`src/design/ptc_regs.svh`:
```
// Register offsets, field positions, reset values and timing counts of the timer block
`ifndef PTC_REGS_SVH
`define PTC_REGS_SVH

// Register byte offsets (8-bit port, one register per address)
`define PTC_ADDR_CTRL 4'h0
`define PTC_ADDR_CNT_LO 4'h1
`define PTC_ADDR_CNT_HI 4'h2
`define PTC_ADDR_IRQ_STAT 4'h3
`define PTC_ADDR_IRQ_MASK 4'h4

// Control register fields
`define PTC_BIT_RUN 7
`define PTC_BIT_NARROW 6
`define PTC_BIT_SRC 5
`define PTC_BIT_EDGE 4
`define PTC_BIT_BYPASS 3
`define PTC_RATIO_MSB 2
`define PTC_RATIO_LSB 0

// Interrupt status/mask fields
`define PTC_BIT_OVF 0

// Reset values
`define PTC_CTRL_RESET 8'hff
`define PTC_MASK_RESET 8'h00

// Internal count tick: oscillator divided by four
`define PTC_INT_DIV 2'h3

`endif

```
`src/design/ptc_pkg.sv`:
```
// Types shared by the timer block files
package ptc_pkg;

  // Control register layout
  typedef struct packed {
    logic run;
    logic narrow;
    logic src_ext;
    logic edge_fall;
    logic bypass;
    logic [2:0] ratio;
  } ptc_ctrl_t;

  // Register port request
  typedef struct packed {
    logic [3:0] addr;
    logic [7:0] wdata;
    logic wr;
    logic rd;
  } ptc_req_t;

  // Synchroniser states for the edge detector
  typedef enum logic [1:0] {
    PTC_EDGE_IDLE = 2'b00,
    PTC_EDGE_SEEN = 2'b01
  } ptc_edge_t;

endpackage

```
`src/design/ptc_pin_edge.sv`:
```
// Pin synchroniser with selectable edge detection for the external count input
`timescale 1ns/100ps
module ptc_pin_edge
(
  input wire logic clk_sys,
  input wire logic rstn,
  input wire logic pin_in,
  input wire logic edge_fall,
  output logic edge_pulse
);

  logic sync1_r;
  logic sync2_r;
  logic prev_r;
  logic sync1_nxt;
  logic sync2_nxt;
  logic prev_nxt;

  // Two-stage synchroniser, then history for edge detection
  always_comb
  begin
    sync1_nxt = pin_in;
    sync2_nxt = sync1_r;
    prev_nxt = sync2_r;
  end

  always_ff @(posedge clk_sys)
  begin
    if (!rstn)
    begin
      sync1_r <= 1'b0;
      sync2_r <= 1'b0;
      prev_r <= 1'b0;
    end
    else
    begin
      sync1_r <= sync1_nxt;
      sync2_r <= sync2_nxt;
      prev_r <= prev_nxt;
    end
  end

  // Falling edge when selected, rising edge otherwise
  assign edge_pulse = edge_fall ? (prev_r & ~sync2_r) : (~prev_r & sync2_r);

endmodule

```
`src/design/ptc_prescaler.sv`:
```
// Programmable 8-bit prescaler, divides a tick stream by 2 to 256
`timescale 1ns/100ps
module ptc_prescaler
(
  input wire logic clk_sys,
  input wire logic rstn,
  input wire logic clear,
  input wire logic tick_in,
  input wire logic [2:0] ratio,
  output logic tick_out
);

  logic [7:0] cnt_r;
  logic [7:0] cnt_nxt;
  logic [7:0] top;

  // Ratio code n divides by 2^(n+1); top is divisor minus one
  assign top = 8'((9'h002 << ratio) - 9'h001);

  always_comb
  begin
    cnt_nxt = cnt_r;
    tick_out = 1'b0;
    if (clear)
    begin
      cnt_nxt = 8'h00;
    end
    else if (tick_in)
    begin
      if (cnt_r >= top)
      begin
        cnt_nxt = 8'h00;
        tick_out = 1'b1;
      end
      else
      begin
        cnt_nxt = cnt_r + 8'h01;
      end
    end
  end

  always_ff @(posedge clk_sys)
  begin
    if (!rstn)
      cnt_r <= 8'h00;
    else
      cnt_r <= cnt_nxt;
  end

endmodule

```
`src/design/ptc_timer.sv`:
```
// Prescaled 8/16-bit timer/counter with control register, counter access and interrupt
//
// Overview of operation
// - The counter advances only while the run-enable bit is one and holds its value when it is zero.
// - The narrow bit selects 8-bit counting when set and 16-bit when clear, and a wrap sets the overflow flag.
// - The source bit selects edges of the external count pin when set and the oscillator divided by four when clear.
// - With the external source, the edge bit selects falling edges when set and rising edges when clear.
// - The 8-bit prescaler divides by 256 for code 111, 128 for code 110 and 4 for code 001.
// - The control register is fully readable and writable and all eight bits reset to one.
//
// Implementation choices: the plain strobed port and the address map.
`timescale 1ns/100ps
`include "ptc_regs.svh"
module ptc_timer
(
  input wire logic clk_sys,
  input wire logic rstn,
  input wire logic [3:0] reg_addr,
  input wire logic [7:0] reg_wdata,
  input wire logic reg_wr,
  input wire logic reg_rd,
  output logic [7:0] reg_rdata,
  input wire logic external_count_pin,
  output logic irq
);

  // ---------------------------------------------------------------
  // Request bundle
  // ---------------------------------------------------------------
  ptc_pkg::ptc_req_t req;
  assign req = '{addr: reg_addr, wdata: reg_wdata, wr: reg_wr, rd: reg_rd};

  logic wr_ctrl;
  logic wr_lo;
  logic wr_hi;
  logic wr_stat;
  logic wr_mask;

  // Address decode for writes
  always_comb
  begin
    wr_ctrl = req.wr && (req.addr == `PTC_ADDR_CTRL);
    wr_lo = req.wr && (req.addr == `PTC_ADDR_CNT_LO);
    wr_hi = req.wr && (req.addr == `PTC_ADDR_CNT_HI);
    wr_stat = req.wr && (req.addr == `PTC_ADDR_IRQ_STAT);
    wr_mask = req.wr && (req.addr == `PTC_ADDR_IRQ_MASK);
  end

  // ---------------------------------------------------------------
  // Control register
  // ---------------------------------------------------------------
  ptc_pkg::ptc_ctrl_t ctrl_r;
  ptc_pkg::ptc_ctrl_t ctrl_nxt;

  // Software writes the whole byte; every bit is read back
  always_comb
  begin
    ctrl_nxt = ctrl_r;
    if (wr_ctrl)
      ctrl_nxt = ptc_pkg::ptc_ctrl_t'(req.wdata);
  end

  always_ff @(posedge clk_sys)
  begin
    if (!rstn)
      ctrl_r <= ptc_pkg::ptc_ctrl_t'(`PTC_CTRL_RESET);
    else
      ctrl_r <= ctrl_nxt;
  end

  // ---------------------------------------------------------------
  // Count source selection
  // ---------------------------------------------------------------
  logic [1:0] qdiv_r;
  logic [1:0] qdiv_nxt;
  logic int_tick;
  logic ext_tick;
  logic src_tick;
  logic pre_tick;
  logic cnt_tick;

  // Internal instruction tick, one in four system clocks
  always_comb
  begin
    qdiv_nxt = qdiv_r + 2'h1;
    int_tick = (qdiv_r == `PTC_INT_DIV);
  end

  always_ff @(posedge clk_sys)
  begin
    if (!rstn)
      qdiv_r <= 2'h0;
    else
      qdiv_r <= qdiv_nxt;
  end

  ptc_pin_edge u_pin_edge
  (
    .clk_sys(clk_sys),
    .rstn(rstn),
    .pin_in(external_count_pin),
    .edge_fall(ctrl_r.edge_fall),
    .edge_pulse(ext_tick)
  );

  // Pin edges or internal tick; pin edges need two clocks of sync latency
  assign src_tick = ctrl_r.src_ext ? ext_tick : int_tick;

  // Counter writes also clear the prescaler so the next period starts fresh
  ptc_prescaler u_prescaler
  (
    .clk_sys(clk_sys),
    .rstn(rstn),
    .clear(wr_lo | wr_hi | wr_ctrl),
    .tick_in(src_tick & ctrl_r.run),
    .ratio(ctrl_r.ratio),
    .tick_out(pre_tick)
  );

  // Bypass skips the prescaler entirely
  assign cnt_tick = ctrl_r.bypass ? src_tick : pre_tick;

  // ---------------------------------------------------------------
  // Counter
  // ---------------------------------------------------------------
  logic [15:0] cnt_r;
  logic [15:0] cnt_nxt;
  logic ovf;

  // Software write wins over a count in the same cycle
  always_comb
  begin
    cnt_nxt = cnt_r;
    ovf = 1'b0;
    if (wr_lo)
      cnt_nxt[7:0] = req.wdata;
    else if (wr_hi)
      cnt_nxt[15:8] = req.wdata;
    else if (ctrl_r.run && cnt_tick)
    begin
      if (ctrl_r.narrow)
      begin
        cnt_nxt[7:0] = cnt_r[7:0] + 8'h01;
        ovf = (cnt_r[7:0] == 8'hff);
      end
      else
      begin
        cnt_nxt = cnt_r + 16'h0001;
        ovf = (cnt_r == 16'hffff);
      end
    end
  end

  always_ff @(posedge clk_sys)
  begin
    if (!rstn)
      cnt_r <= 16'h0000;
    else
      cnt_r <= cnt_nxt;
  end

  // ---------------------------------------------------------------
  // Interrupt status and mask
  // ---------------------------------------------------------------
  logic [7:0] stat_r;
  logic [7:0] stat_nxt;
  logic [7:0] mask_r;
  logic [7:0] mask_nxt;

  // Write one to clear; a new overflow in the same cycle wins
  always_comb
  begin
    stat_nxt = stat_r;
    mask_nxt = mask_r;
    if (wr_stat)
      stat_nxt = stat_r & ~req.wdata;
    if (ovf)
      stat_nxt[`PTC_BIT_OVF] = 1'b1;
    stat_nxt[7:1] = 7'h00;
    if (wr_mask)
      mask_nxt = req.wdata & 8'h01;
  end

  always_ff @(posedge clk_sys)
  begin
    if (!rstn)
    begin
      stat_r <= 8'h00;
      mask_r <= `PTC_MASK_RESET;
    end
    else
    begin
      stat_r <= stat_nxt;
      mask_r <= mask_nxt;
    end
  end

  assign irq = |(stat_r & mask_r);

  // ---------------------------------------------------------------
  // Read data, one cycle after the strobe
  // ---------------------------------------------------------------
  logic [7:0] rdata_r;
  logic [7:0] rdata_nxt;

  // Unmapped addresses read zero
  always_comb
  begin
    rdata_nxt = 8'h00;
    if (req.rd)
    begin
      case (req.addr)
        `PTC_ADDR_CTRL: rdata_nxt = ctrl_r;
        `PTC_ADDR_CNT_LO: rdata_nxt = cnt_r[7:0];
        `PTC_ADDR_CNT_HI: rdata_nxt = cnt_r[15:8];
        `PTC_ADDR_IRQ_STAT: rdata_nxt = stat_r;
        `PTC_ADDR_IRQ_MASK: rdata_nxt = mask_r;
        default: rdata_nxt = 8'h00;
      endcase
    end
  end

  always_ff @(posedge clk_sys)
  begin
    if (!rstn)
      rdata_r <= 8'h00;
    else
      rdata_r <= rdata_nxt;
  end

  assign reg_rdata = rdata_r;

  // ---------------------------------------------------------------
  // Checks
  // ---------------------------------------------------------------
  chk_hold_stopped: assert property (@(posedge clk_sys) disable iff (!rstn)
    (!ctrl_r.run && !wr_lo && !wr_hi) |=> (cnt_r == $past(cnt_r)))
    else $error("count moved while stopped");

  chk_narrow_wrap: assert property (@(posedge clk_sys) disable iff (!rstn)
    (ctrl_r.narrow && ovf && !wr_stat) |=> (stat_r[0] && cnt_r[7:0] == 8'h00))
    else $error("8-bit wrap did not flag overflow");

  chk_wide_wrap: assert property (@(posedge clk_sys) disable iff (!rstn)
    (!ctrl_r.narrow && ovf) |=> (stat_r[0] && cnt_r == 16'h0000))
    else $error("16-bit wrap did not flag overflow");

  chk_src_int: assert property (@(posedge clk_sys) disable iff (!rstn)
    (!ctrl_r.src_ext) |-> (src_tick == (qdiv_r == 2'h3)))
    else $error("internal tick not one in four");

  chk_ext_edge: assert property (@(posedge clk_sys) disable iff (!rstn)
    (ctrl_r.src_ext && src_tick) |-> (ctrl_r.edge_fall ? !u_pin_edge.sync2_r
      : u_pin_edge.sync2_r))
    else $error("wrong pin edge counted");

  chk_bypass_tick: assert property (@(posedge clk_sys) disable iff (!rstn)
    (ctrl_r.bypass && ctrl_r.run && src_tick && !req.wr) |=>
      (cnt_r != $past(cnt_r)))
    else $error("bypass tick not counted");

  chk_pre_div2: assert property (@(posedge clk_sys) disable iff (!rstn)
    (ctrl_r.ratio == 3'h0) |-> (u_prescaler.top == 8'h01))
    else $error("ratio 000 not divide by 2");

  chk_pre_div256: assert property (@(posedge clk_sys) disable iff (!rstn)
    (ctrl_r.ratio == 3'h7) |-> (u_prescaler.top == 8'hff))
    else $error("ratio 111 not divide by 256");

  chk_ctrl_write: assert property (@(posedge clk_sys) disable iff (!rstn)
    wr_ctrl |=> (ctrl_r == $past(req.wdata)))
    else $error("control write lost");

  chk_ovf_set_wins: assert property (@(posedge clk_sys) disable iff (!rstn)
    ovf |=> stat_r[0])
    else $error("overflow lost against a status clear");

  chk_ovf_clear: assert property (@(posedge clk_sys) disable iff (!rstn)
    (wr_stat && req.wdata[0] && !ovf) |=> !stat_r[0])
    else $error("overflow flag not cleared by write one");

  chk_narrow_hi_kept: assert property (@(posedge clk_sys) disable iff (!rstn)
    (ctrl_r.narrow && !wr_hi) |=> (cnt_r[15:8] == $past(cnt_r[15:8])))
    else $error("high byte moved in 8-bit mode");

  chk_wide_carry: assert property (@(posedge clk_sys) disable iff (!rstn)
    (!ctrl_r.narrow && ctrl_r.run && cnt_tick && !wr_lo && !wr_hi) |=>
      (cnt_r == $past(cnt_r) + 16'h0001))
    else $error("16-bit count did not step by one");

  chk_pre_div4: assert property (@(posedge clk_sys) disable iff (!rstn)
    (ctrl_r.ratio == 3'h1) |-> (u_prescaler.top == 8'h03))
    else $error("ratio 001 not divide by 4");

  chk_pre_div128: assert property (@(posedge clk_sys) disable iff (!rstn)
    (ctrl_r.ratio == 3'h6) |-> (u_prescaler.top == 8'h7f))
    else $error("ratio 110 not divide by 128");

  chk_pre_div64: assert property (@(posedge clk_sys) disable iff (!rstn)
    (ctrl_r.ratio == 3'h5) |-> (u_prescaler.top == 8'h3f))
    else $error("ratio 101 not divide by 64");

endmodule

```
`config.mk`:
```
export PLATFORM = sky130hd
export DESIGN_NAME = ptc_timer
export DESIGN_NICKNAME = d
export VERILOG_FILES = /design/src/design/ptc_pkg.sv /design/src/design/ptc_pin_edge.sv /design/src/design/ptc_prescaler.sv /design/src/design/ptc_timer.sv
export VERILOG_INCLUDE_DIRS = /design/src /design/src/design
export SDC_FILE = /design/constraint.sdc
export NUM_CORES = 1
export LEC_CHECK = 0
export BUFFER_PORTS_ARGS = -buffer_cell sky130_fd_sc_hd__buf_4
export CAP_MARGIN = 20
export CORE_ASPECT_RATIO = 1.5
export CORE_MARGIN = 2
export CORE_UTILIZATION = 40
export CTS_CLUSTER_DIAMETER = 120
export DETAILED_ROUTE_END_ITERATION = 12
export PLACE_DENSITY = 0.63
export SLEW_MARGIN = 30
export SYNTH_ARGS = -nofsm -noshare
export SYNTH_HDL_FRONTEND = slang
export SYNTH_SLANG_ARGS = --single-unit
```
`constraint.sdc`:
```
create_clock -name clk_sys -period 4.8 [get_ports clk_sys]
set_input_delay 0.96 -clock clk_sys [delete_from_list [all_inputs] [get_ports clk_sys]]
set_output_delay 0.96 -clock clk_sys [all_outputs]
set_load 0.05 [all_outputs]
```
==> impl_metrics.json <==
{
  "postRouteAntennaNets": 0,
  "reg2reg_from": "ctrl_r[0]",
  "drive_gt1_share_pct": 12.30,
  "post-synth-top-area-cell": "dfxtp_1",
  "ys_top_cells_by_area": "dfxtp_1 33%, nand2_1 6.8%, ha_1 4.9%",
  "insertion_delay_ns": 0.31,
  "place_congestion": 0.8279,
  "drt_iter0_markers": 198,
  "yosysMostFrequentCell": "nand2_1",
  "reg2reg_to": "cnt_r[1]",
  "yosysUniqueCellTypes": 57,
  "ys_ff_latch": 47,
  "fin_crit_ns": 3.147,
  "antenna_found_initial": 0,
  "r2r_slack_ns": 1.65,
  "die_x_um": 72.59,
  "finalSetupViolations": 0,
  "clkTransAtPathRegs_ns": 0.09,
  "multiInputGateArea_um2": 1774,
  "syn_nets": 383,
  "rsz0062_at_grt": "no",
  "cts_sinks": 47,
  "synth-main-ff-cell": "dfxtp_1",
  "tns_ns": 0,
  "leakagePower_nw": 1.184,
  "yosysSeqAreaShare_pct": 33.33,
  "drc_errors": 0,
  "finalHoldViolations": 0,
  "drv_cap": 0,
  "peakVddDrop_uv": 124.0,
  "grt_max_degree": 43,
  "final.fill_count": 699,
  "worstSetupStartpointType": "flop",
  "fp.dieH_um": 106.9,
  "io_pins": 26,
  "n_antenna_cell": 0,
  "num_rows": 37,
  "clockBufferDepth": 2,
  "fin_nets": 393,
  "ys_warn_count": 0,
  "first_pass_iters": 4,
  "timing.critical_path.arrival_ns": 3.39,
  "slew_viol_final": 0,
  "min_path_cells": 1,
  "postCtsHoldBufs": 0,
  "period_share_pct": 65.56,
  "dr_total_vias": 2691,
  "synthTopCellsByCount": "51 x nand2_1, 47 x dfxtp_1, 34 x nor2_1",
  "viasPerCell": 6.061,
  "numCtsBuffers": 5,
  "status": "finished clean",
  "synth.avg_cell_area_um2": 7.951,
  "async_reset_ff_share_pct": 0,
  "cts.htree.levels": 2,
  "drt-wirelength-per-cell_um": 16.67,
  "power_density_nw_per_um2": 240.9,
  "syn_inst": 355,
  "cp_max_fo": 24,
  "grt_first_pass_wirelength_um": 12280,
  "worstSetupEndpointType": "flop",
  "cts_resized": 0,
  "register_area_um2": 940.9,
  "die_area_um2": 7759,
  "cts_tree": "yes",
  "totalWireLength_um": 7401,
  "first_global_vias": 2510,
  "hp-start": "qdiv_r[0]",
  "grtUsageTotal_pct": 20.05,
  "synth-edff-count": 0,
  "portBuffers": 25,
  "overflow": 0,
  "cts.repair_timing.setup_buffer_count": 0,
  "required_ns": 5.05,
  "worstRegToRegCells": 11,
  "initial_core_util_pct": 41.20,
  "post-route-util_pct": 45.36,
  "syn_area_um2": 2823,
  "relSlewSlack_pct": 38.79,
  "crit_type": "flop to flop",
  "hpwl_um": 5416,
  "hold_class": "flop to flop",
  "core-area_um2": 6852,
  "cts_root_buf": "clkbuf_8",
  "fmax_ghz": 0.3178,
  "fin_skew_ns": 0.007120,
  "min_to": "qdiv_r[0]",
  "tightest_slew_ns": 0.9182,
  "synth_top_area_share_pct": 33.33,
  "syn_to_final_growth_pct": 10.11
}
-- layer usage --
metal | routed length, µm | part of all wire [%] | track usage [%] | up-vias
met1 | 3098 | 42 | 25.88 | 1254
li1 | - | - | - | 1331
met3 | 518 | 7.0 | 3.477 | 13
met2 | 3611 | 49 | 32.73 | 93
met5 | 0 | 0 | 0 | -
met4 | 172 | 2.3 | 7.937 | 0
-- flip-flops by register name, summed over array words and instances (netlist names) --
name,flops
mask_r,1
stat_r,1
reg_rdata,8
u_prescaler.cnt_r,8
ctrl_r,8
cnt_r,16
u_pin_edge.sync1_r,1
u_pin_edge.prev_r,1
u_pin_edge.prev_nxt,1
qdiv_r,2
-- how the worst max path moves through the flow --
stage,cells past startpoint,from,endpoint
3_3_place_gp,11,ctrl_r[0],cnt_r[1]
5_1_grt,11,ctrl_r[0],cnt_r[1]
6_report,11,ctrl_r[0],cnt_r[1]
3_5_place_dp,11,ctrl_r[0],cnt_r[1]
2_1_floorplan,15,ctrl_r[0],cnt_r[9]
4_1_cts,11,ctrl_r[0],cnt_r[1]
-- final cells by class --
| cell class | count | share of cell area (%) |
|---|---|---|
| clock buffers | 5 | 2.214 |
| clock inverters | 3 | 0.6441 |
| inverters | 5 | 0.6039 |
| multi-input cells | 281 | 57.09 |
| flip-flops and latches | 47 | 30.27 |
| well taps | 78 | 3.140 |
| repair buffers | 25 | 6.039 |
-- critical path: stages (launching register included) --
cell	delay [ns]
dfxtp_1	0.39
or3_1	0.40
ha_1	0.28
xor2_1	0.17
nor2_1	0.11
a21oi_1	0.05
ha_1	0.32
a21oi_1	0.19
o211ai_1	0.11
o21ba_2	0.56
o21a_2	0.31
mux2i_1	0.18
-- where the power goes --
group / internal, mW / switching [mW] / leakage (nW) / total (mW)
clock network: 0.102 / 0.143 / 0.0402 / 0.245
logic: 0.0363 / 0.0530 / 0.763 / 0.0893
registers: 0.402 / 0.0133 / 0.381 / 0.415
total: 0.540 / 0.209 / 1.18 / 0.749
-- cells by family after synthesis --
family / synth area share, %
and+or+nand+nor: 28.86
AOI/OAI and AO/OA: 22.25
DFF: 33.33
buffers and inverters: 3.812
muxes: 4.388
adders and majority gates: 4.876
xor gates and xnor gates: 2.482
-- per-stage QoR --
stage          setup WS (ns)  hold WS [ns]  cell area [µm²]  power, mW  instances
2_1_floorplan          1.652        0.3992             2823     0.4789        355
3_3_place_gp           1.766        0.4095             3019     0.5113        436
3_5_place_dp           1.652        0.4249             3019     0.5125        436
4_1_cts                1.646        0.4377             3108     0.7534        444
5_1_grt                1.422        0.4540             3108     0.7839        444
6_report               1.653        0.4332             3108     0.7488        444
-- cells in the final DEF, fill, tap and decap left out, types with 2 or more instances in the layout --
cell        synthesis  final
a211oi_1            2      2
a21o_1              2      2
a21oi_1            22     22
a31oi_1             8      8
and2_1              9      9
and3_1              6      6
buf_4               0     25
clkbuf_8            0      5
clkinvlp_4          0      2
dfxtp_1            47     47
ha_1               11     11
inv_1               4      4
mux2i_1             9      9
nand2_1            51     51
nand2b_1            3      3
nand3_1            18     18
nand4_1             4      4
nand4b_1            3      3
nor2_1             34     34
nor2b_1             2      2
nor3_1             12     12
nor4_1              3      3
o2111ai_1           9      9
o211ai_1           10     10
o21a_1              3      3
o21ai_0             6      6
o21ai_1             2      2
o31a_1              6      6
o31ai_1             7      7
or3_1               4      4
or4_1               4      4
xnor2_1             3      3
xor2_1              5      5
No activity file was read; power rests on OpenSTA's default activity.
